### src/pkg/ptm_regs.vh
// register indices, field positions, reset values and masks of the paired timer
`ifndef PTM_REGS_VH
`define PTM_REGS_VH
`define PTM_IDX_LOW_COUNT   10'h106
`define PTM_IDX_HOLD        10'h108
`define PTM_IDX_HIGH_COUNT  10'h10A
`define PTM_IDX_LOW_PERIOD  10'h10C
`define PTM_IDX_HIGH_PERIOD 10'h10E
`define PTM_IDX_LOW_CTRL    10'h110
`define PTM_IDX_HIGH_CTRL   10'h112
`define PTM_IDX_STATUS      10'h114
`define PTM_BIT_ON          15
`define PTM_BIT_SIDL        13
`define PTM_BIT_GATE        6
`define PTM_BIT_PS_HI       5
`define PTM_BIT_PS_LO       4
`define PTM_BIT_PAIR        3
`define PTM_BIT_CS          1
`define PTM_ST_LOW_FLAG     0
`define PTM_ST_HIGH_FLAG    1
`define PTM_ST_LOW_IE       8
`define PTM_ST_HIGH_IE      9
`define PTM_LOW_CTRL_MASK   16'hA07A
`define PTM_HIGH_CTRL_MASK  16'hA072
`define PTM_RST_PERIOD      16'hFFFF
`define PTM_RST_COUNT       16'h0000
`define PTM_RST_CTRL        16'h0000
`define PTM_PS_DIV1         8'h00
`define PTM_PS_DIV8         8'h07
`define PTM_PS_DIV64        8'h3F
`define PTM_PS_DIV256       8'hFF
`endif

### src/ptm_timer.v
// paired 16/32-bit timer with ahb-lite register slave
`timescale 1ns/1ns
`include "ptm_regs.vh"
module ptm_timer (
   input  wire        hclk,                   // bus and timer clock
   input  wire        hresetn,                // async reset, active low
   input  wire        clk_en,                 // freezes all state when low
   input  wire        hsel,                   // slave select
   input  wire [31:0] haddr,                  // byte address
   input  wire [1:0]  htrans,                 // transfer type
   input  wire        hwrite,                 // write when high
   input  wire [2:0]  hsize,                  // transfer size
   input  wire [31:0] hwdata,                 // write data
   input  wire        hready,                 // bus ready in
   output reg  [31:0] hrdata,                 // read data
   output reg         hreadyout,              // slave ready
   output reg         hresp,                  // always okay
   input  wire        cpu_idle,               // cpu idle state
   input  wire        low_timer_clock_gate_pin, // low clock or gate pin
   input  wire        high_timer_clock_pin,   // high clock or gate pin
   output reg         low_irq,                // low flag and enable
   output reg         high_irq,               // high flag and enable
   output reg         adc_trigger             // one-cycle match pulse
);

   reg  [15:0] low_count_reg;
   reg  [15:0] high_count_reg;
   reg  [15:0] high_word_holding_reg;
   reg  [15:0] low_period_reg;
   reg  [15:0] high_period_reg;
   reg  [15:0] low_timer_control;
   reg  [15:0] high_timer_control;
   reg         low_irq_flag;
   reg         high_timer_irq_flag;
   reg         low_irq_enable;
   reg         high_timer_irq_enable;
   reg         wr_pend;
   reg  [9:0]  wr_idx;
   reg         rd_pend;
   reg  [9:0]  rd_idx;
   reg         low_tick;
   reg  [15:0] next_low;
   reg  [15:0] next_high;
   reg  [31:0] rd_mux;

   wire        pair_32bit_select;
   wire [31:0] eff_ctrl;
   wire [1:0]  pin_raw;
   wire [1:0]  pre_pulse;
   wire [1:0]  gate_fall;
   wire [1:0]  pre_clr;
   wire        accept;
   wire        wr_low;
   wire        wr_high;
   wire        wr_hold;
   wire        wr_lctl;
   wire        wr_hctl;
   wire        wr_st;
   wire        on_cleared;
   wire [31:0] cnt32;
   wire [31:0] combined_period_value;
   wire        match32;
   wire        match_lo;
   wire        match_hi;
   wire        set_lo;
   wire        set_hi;

   assign pair_32bit_select = low_timer_control[`PTM_BIT_PAIR];
   // high half follows low controls in paired mode
   assign eff_ctrl[15:0]  = low_timer_control;
   assign eff_ctrl[31:16] = pair_32bit_select ? low_timer_control :
                            high_timer_control;
   assign pin_raw = {high_timer_clock_pin, low_timer_clock_gate_pin};

   // bus decode
   assign accept  = hsel & hready & htrans[1] & (hsize == 3'b010);
   assign wr_low  = wr_pend & (wr_idx == `PTM_IDX_LOW_COUNT);
   assign wr_high = wr_pend & (wr_idx == `PTM_IDX_HIGH_COUNT);
   assign wr_hold = wr_pend & (wr_idx == `PTM_IDX_HOLD);
   assign wr_lctl = wr_pend & (wr_idx == `PTM_IDX_LOW_CTRL);
   assign wr_hctl = wr_pend & (wr_idx == `PTM_IDX_HIGH_CTRL);
   assign wr_st   = wr_pend & (wr_idx == `PTM_IDX_STATUS);

   // timer-on going from one to zero on either control
   assign on_cleared =
      (wr_lctl & low_timer_control[`PTM_BIT_ON] & ~hwdata[`PTM_BIT_ON]) |
      (wr_hctl & high_timer_control[`PTM_BIT_ON] & ~hwdata[`PTM_BIT_ON]);
   assign pre_clr[1] = wr_low | wr_high | on_cleared;
   assign pre_clr[0] = pre_clr[1] & low_timer_control[`PTM_BIT_ON];

   // per-half pin sync, clock source, gate and prescaler
   genvar i;
   generate
      for (i = 0; i < 2; i = i + 1) begin : g_half
         wire [15:0] c = eff_ctrl[i*16 +: 16];
         reg         s1;
         reg         s2;
         reg         s3;
         reg  [7:0]  pre;
         reg  [7:0]  mask;
         wire        run;
         wire        gated;
         wire        src;
         wire        hit;
         always @(posedge hclk or negedge hresetn) begin
            if (!hresetn) begin
               s1 <= 1'b0;
               s2 <= 1'b0;
               s3 <= 1'b0;
            end else if (clk_en) begin
               s1 <= pin_raw[i];
               s2 <= s1;
               s3 <= s2;
            end
         end
         assign run   = c[`PTM_BIT_ON] & ~(cpu_idle & c[`PTM_BIT_SIDL]);
         assign gated = c[`PTM_BIT_GATE] & ~c[`PTM_BIT_CS];
         // external edges only after sync, no async path
         assign src   = c[`PTM_BIT_CS] ? (s2 & ~s3) :
                        (gated ? s2 : 1'b1);
         always @* begin
            case (c[`PTM_BIT_PS_HI:`PTM_BIT_PS_LO])
               2'b00:   mask = `PTM_PS_DIV1;
               2'b01:   mask = `PTM_PS_DIV8;
               2'b10:   mask = `PTM_PS_DIV64;
               default: mask = `PTM_PS_DIV256;
            endcase
         end
         assign hit = run & src & ((pre & mask) == mask);
         always @(posedge hclk or negedge hresetn) begin
            if (!hresetn) begin
               pre <= 8'h00;
            end else if (clk_en) begin
               if (pre_clr[i]) begin
                  pre <= 8'h00;
               end else if (run & src) begin
                  pre <= hit ? 8'h00 : pre + 8'h01;
               end
            end
         end
         assign pre_pulse[i] = hit;
         assign gate_fall[i] = c[`PTM_BIT_ON] & gated & s3 & ~s2;
      end
   endgenerate

   // low prescaler output resynchronised, high used directly
   always @(posedge hclk or negedge hresetn) begin
      if (!hresetn) begin
         low_tick <= 1'b0;
      end else if (clk_en) begin
         low_tick <= pre_pulse[0];
      end
   end

   assign cnt32 = {high_count_reg, low_count_reg};
   assign combined_period_value = {high_period_reg, low_period_reg};
   assign match32  = pair_32bit_select & low_tick &
                     (cnt32 == combined_period_value);
   assign match_lo = ~pair_32bit_select & low_tick &
                     (low_count_reg == low_period_reg);
   // high prescaler ignored while paired
   assign match_hi = ~pair_32bit_select & pre_pulse[1] &
                     (high_count_reg == high_period_reg);

   // count next state, bus writes beat increments
   always @* begin
      next_low  = low_count_reg;
      next_high = high_count_reg;
      if (pair_32bit_select) begin
         if (low_tick) begin
            {next_high, next_low} = match32 ? 32'h00000000 :
                                    cnt32 + 32'h00000001;
         end
      end else begin
         if (low_tick) begin
            next_low = match_lo ? 16'h0000 : low_count_reg + 16'h0001;
         end
         if (pre_pulse[1]) begin
            next_high = match_hi ? 16'h0000 : high_count_reg + 16'h0001;
         end
      end
      // control writes never reach the counts
      if (wr_low) begin
         next_low = hwdata[15:0];
         if (pair_32bit_select) begin
            next_high = high_word_holding_reg;
         end
      end
      if (wr_high) begin
         next_high = hwdata[15:0];
      end
   end

   // flag sources
   assign set_lo = match_lo | (~pair_32bit_select & gate_fall[0]);
   assign set_hi = match32 | match_hi |
                   (pair_32bit_select ? gate_fall[0] : gate_fall[1]);

   // registers, flags and outputs
   always @(posedge hclk or negedge hresetn) begin
      if (!hresetn) begin
         low_count_reg         <= `PTM_RST_COUNT;
         high_count_reg        <= `PTM_RST_COUNT;
         high_word_holding_reg <= `PTM_RST_COUNT;
         low_period_reg        <= `PTM_RST_PERIOD;
         high_period_reg       <= `PTM_RST_PERIOD;
         low_timer_control     <= `PTM_RST_CTRL;
         high_timer_control    <= `PTM_RST_CTRL;
         low_irq_flag          <= 1'b0;
         high_timer_irq_flag   <= 1'b0;
         low_irq_enable        <= 1'b0;
         high_timer_irq_enable <= 1'b0;
         low_irq               <= 1'b0;
         high_irq              <= 1'b0;
         adc_trigger           <= 1'b0;
      end else if (clk_en) begin
         low_count_reg  <= next_low;
         high_count_reg <= next_high;
         if (wr_hold) begin
            high_word_holding_reg <= hwdata[15:0];
         end else if (rd_pend & (rd_idx == `PTM_IDX_LOW_COUNT)) begin
            high_word_holding_reg <= high_count_reg;
         end
         if (wr_pend & (wr_idx == `PTM_IDX_LOW_PERIOD)) begin
            low_period_reg <= hwdata[15:0];
         end
         if (wr_pend & (wr_idx == `PTM_IDX_HIGH_PERIOD)) begin
            high_period_reg <= hwdata[15:0];
         end
         if (wr_lctl) begin
            low_timer_control <= hwdata[15:0] & `PTM_LOW_CTRL_MASK;
         end
         if (wr_hctl) begin
            high_timer_control <= hwdata[15:0] & `PTM_HIGH_CTRL_MASK;
         end
         if (wr_st) begin
            low_irq_enable        <= hwdata[`PTM_ST_LOW_IE];
            high_timer_irq_enable <= hwdata[`PTM_ST_HIGH_IE];
         end
         // write one to clear, a new event wins
         low_irq_flag <= set_lo |
            (low_irq_flag & ~(wr_st & hwdata[`PTM_ST_LOW_FLAG]));
         high_timer_irq_flag <= set_hi |
            (high_timer_irq_flag & ~(wr_st & hwdata[`PTM_ST_HIGH_FLAG]));
         low_irq  <= low_irq_flag & low_irq_enable;
         high_irq <= high_timer_irq_flag & high_timer_irq_enable;
         adc_trigger <= match32 | match_hi;
      end
   end

   // read mux, unmapped reads return zero
   always @* begin
      rd_mux = 32'h00000000;
      case (rd_idx)
         `PTM_IDX_LOW_COUNT:   rd_mux[15:0] = low_count_reg;
         `PTM_IDX_HOLD:        rd_mux[15:0] = high_word_holding_reg;
         `PTM_IDX_HIGH_COUNT:  rd_mux[15:0] = high_count_reg;
         `PTM_IDX_LOW_PERIOD:  rd_mux[15:0] = low_period_reg;
         `PTM_IDX_HIGH_PERIOD: rd_mux[15:0] = high_period_reg;
         `PTM_IDX_LOW_CTRL:    rd_mux[15:0] = low_timer_control;
         `PTM_IDX_HIGH_CTRL:   rd_mux[15:0] = high_timer_control;
         `PTM_IDX_STATUS: begin
            rd_mux[`PTM_ST_LOW_FLAG]  = low_irq_flag;
            rd_mux[`PTM_ST_HIGH_FLAG] = high_timer_irq_flag;
            rd_mux[`PTM_ST_LOW_IE]    = low_irq_enable;
            rd_mux[`PTM_ST_HIGH_IE]   = high_timer_irq_enable;
         end
         default: rd_mux = 32'h00000000;
      endcase
   end

   // ahb-lite slave: writes no wait, reads one wait state
   always @(posedge hclk or negedge hresetn) begin
      if (!hresetn) begin
         wr_pend   <= 1'b0;
         wr_idx    <= 10'h000;
         rd_pend   <= 1'b0;
         rd_idx    <= 10'h000;
         hrdata    <= 32'h00000000;
         hreadyout <= 1'b1;
         hresp     <= 1'b0;
      end else if (clk_en) begin
         hresp   <= 1'b0;
         wr_pend <= accept & hwrite;
         if (accept) begin
            wr_idx <= haddr[11:2];
            rd_idx <= haddr[11:2];
         end
         if (rd_pend) begin
            rd_pend   <= 1'b0;
            hrdata    <= rd_mux;
            hreadyout <= 1'b1;
         end else if (accept & ~hwrite) begin
            rd_pend   <= 1'b1;
            hreadyout <= 1'b0;
         end
      end
   end

endmodule // ptm_timer

### config.mk
export PLATFORM = sky130hd
export DESIGN_NAME = ptm_timer
export DESIGN_NICKNAME = d
export VERILOG_FILES = /design/src/ptm_timer.v
export VERILOG_INCLUDE_DIRS = /design/src /design/src/pkg
export SDC_FILE = /design/constraint.sdc
export NUM_CORES = 1
export LEC_CHECK = 0
export BUFFER_PORTS_ARGS = -buffer_cell sky130_fd_sc_hd__buf_2
export CAP_MARGIN = 5
export CORE_MARGIN = 3
export CORE_UTILIZATION = 59
export CTS_CLUSTER_DIAMETER = 80
export CTS_CLUSTER_SIZE = 10
export DETAILED_ROUTE_END_ITERATION = 7
export PLACE_DENSITY_LB_ADDON = 0.1
export REMOVE_ABC_BUFFERS = 1
export SYNTH_ARGS = -nofsm -noshare
export SYNTH_HDL_FRONTEND = slang
export SYNTH_SLANG_ARGS = --single-unit
### constraint.sdc
create_clock -name hclk -period 3.17 [get_ports hclk]
set_clock_uncertainty 0.1 [all_clocks]
set_input_delay 0.1585 -clock hclk [delete_from_list [all_inputs] [get_ports hclk]]
set_output_delay 0.1585 -clock hclk [all_outputs]
set_load 0.02 [all_outputs]
==> flow_summary.ini <==
[place]
port_buffers = 58
placedCellCount = 1180
placed_area_sq_um = 9620
dp_hpwl_microns = 19500
place_congestion = 0.923

[floorplan]
row_count = 44
dieHeight_microns = 130
boundaryPins = 115
initial_core_util_pct = 61.3
fp.dieW_microns = 130
dieArea_sq_um = 16900
design.core.area_sq_um = 14800

[drt]
wl_per_cell_microns = 22.6
dr_total_vias = 8109
viasPerCell = 6.59
dr.pass1.iters = 5
drt-total-wl_microns = 27800
drt_iter0_drc = 864
drc_errors = 0
postRouteAntennaNets = 0

[synth]
netlist_top_cells_area = dfrtp_1 (33%), dfstp_2 (9.6%), mux2_2 (8.8%)
yosysTopAreaCell = dfrtp_1
yosysMostFrequentCell = dfrtp_1
synth_area_sq_um = 9080
synth_compound_area_share_pct = 18.5
synth.avg_cell_area_sq_um = 9.45
synth_top_area_share_pct = 32.8
synthMuxAreaShare_pct = 11.5
synth_common_cells = dfrtp_1 (119), nand2_1 (99), o21ai_0 (87), mux2_2 (71), nor2_1 (65)
synth_edf_count = 0
ys_types = 78
ys_ff_latch = 152
yosysSeqAreaShare_pct = 42.4
synthArstFlopShare_pct = 100
ys_warn_count = 0
synth_flop_cell = dfrtp_1
synth_top_family_by_area = compound AO/OA/AOI/OAI gates
synth_cells = 960
synthSimpleGateAreaFrac_pct = 17.0
synth_fa_ha_area_share_pct = 0.551
synth_xor_area_share_pct = 5.02

[timing]
slew_viol_final = 0
worst_pin_slew_ps = 1090
rsz0062_at_grt = false
slew_headroom_pct = 26.7
fin_crit_sh_pct = 95.0
setup_violations = 0
max_freq_mhz = 332
hold_viol = 0
fin_crit_ps = 3010

[global_routing]
grt.overflow.total = 0
antenna_found_initial = 0
grt_max_degree = 118
grt_pass1_wl_microns = 43400
track_usage_pct = 33.9
grt_pass1_vias = 7716

[worst_setup_path]
path_cells = or3b_2, a21oi_1, a2111o_1, or3_1, o22ai_1, a221oi_2, nor2_1, o221a_2
worstSetupEndpointType = flip-flop
path_class = flip-flop to flip-flop
crit_required_ps = 3390
critPathMaxStageDelay_ps = 520
critPathArrivalTime_ps = 3230
critPathMaxFanout = 11
cp-start-kind = flip-flop
crit_path_top_delay_cell = or3b_2
worst-r2r-setup-slack_ps = 160
startpoint = g_half[0].c[3]$_DFFE_PN0P_
worstRegToRegCells = 8
r2r_start = g_half[0].c[3]$_DFFE_PN0P_

[final_layout]
finalNonFillerCells = 1230
syn_to_final_growth_pct = 14.6
antenna_cells = 0
fin_area_sq_um = 10400
fin_nets = 1115
drive_gt1_share_pct = 25.0
utilization_pct = 70.2

[power_and_ir_drop]
power.leakage_nw = 4.48
vdd_ir_drop_max_mv = 0.410
power_mw = 4.58
cellPowerDensity_nw_per_um2 = 441

[clock_tree]
tritoncts = built
numCtsBuffers = 17
cts.root.buffer_cell = clkbuf_16
path_clk_slew_ps = 60
postCtsResizedCells = 0
htree_levels = 4
clkSinkCount = 152
cts_buffer_depth = 2
clock_latency_ps = 430

[hold_path]
min_to = low_irq_enable$_DFFE_PN0P_
worstHoldPathType = input port to flip-flop
whs_path_depth = 2
hp-start = hwdata[8]

[run_status]
status = completed

[flow_run]
cap_violations = 0
==> power by group <==
group / switching [mW] / internal, mW
Clock: 0.855 / 1.21
Sequential: 0.0768 / 2.01
Combinational: 0.279 / 0.157
Total: 1.21 / 3.37
==> placed cells by master, fill, tap and decap left out, types with 5 or more instances in the layout <==
cell type        n
dfrtp_1        119
nand2_1         99
o21ai_0         87
mux2_2          71
nor2_1          65
buf_2           57
buf_4           46
a21oi_1         42
xnor2_1         39
dfstp_2         33
nand3_1         31
mux2i_1         24
nand4_1         21
dlygate4sd3_1   18
nor3_1          17
and3_1          17
conb_1          17
clkbuf_16       17
xor2_1          13
inv_1           12
a221oi_1        12
a22o_1          11
a222oi_1         9
or3_1            8
a22oi_1          8
o21a_1           8
o31ai_1          8
a31oi_1          7
nand2b_1         6
o22ai_1          6
and2_1           5
o2111ai_1        5
nor2b_1          5
nand3b_1         5
o21ai_1          5
nor4_1           5
==> area by class of cell <==
| cell class | instances | area [sq um] |
|---|---|---|
| clock buffers | 19 | 453 |
| clock inverters | 13 | 145 |
| fillers | 1165 | 4410 |
| inverters | 12 | 45.0 |
| multi-input cells | 727 | 4840 |
| flip-flops and latches | 152 | 3840 |
| well taps | 184 | 230 |
| repair buffers | 123 | 842 |
==> per-layer routing <==
layer	GRT usage, %	share of wire, %	up-vias
li1	-	-	3635
met2	53.1	46	455
met1	45.6	41	3937
met5	0	0	-
met4	15.6	4.3	0
met3	6.92	8.7	82
==> worst max path at each step <==
stage | endpoint | slack, ps | cells past startpoint
6_report | flip-flop | 160 | 8
3_5_place_dp | flip-flop | 280 | 8
3_3_place_gp | flip-flop | 340 | 8
5_1_grt | flip-flop | 20 | 8
2_1_floorplan | flip-flop | -150 | 8
4_1_cts | flip-flop | 260 | 8
==> timing repair <==
| item | in CTS | in global routing |
|---|---|---|
| hold endpoints to repair | 105 | 0 |
| buffers inserted | 0 | 0 |
| hold buffers | 18 | 0 |
==> logic make-up (layout without fill, tap and decap cells) <==
group                    after synthesis  in the layout
other                                  1             17
buffers and inverters                 97            167
multiplexers                          95             95
AND/OR/NAND/NOR                      308            308
adder cells (fa/ha/maj)                4              4
flip-flops                           152            152
AO/OA/AOI/OAI                        251            251
XOR/XNOR                              52             52
==> per-stage QoR <==
stage	setup slack (ps)	TNS, ps	hold slack (ps)
2_1_floorplan	-150	-150	-237
3_3_place_gp	336	0	280
3_5_place_dp	276	0	281
4_1_cts	264	0	1.40
5_1_grt	16.4	0	9.77
6_report	159	0	11.5
==> critical path: cells and delay by family (launching register included) <==
kind             cells  cell delay [ps]
AO/OA/AOI/OAI        5             1410
flip-flops           1              510
AND/OR/NAND/NOR      3              890
No activity file was read; power rests on OpenSTA's default activity.
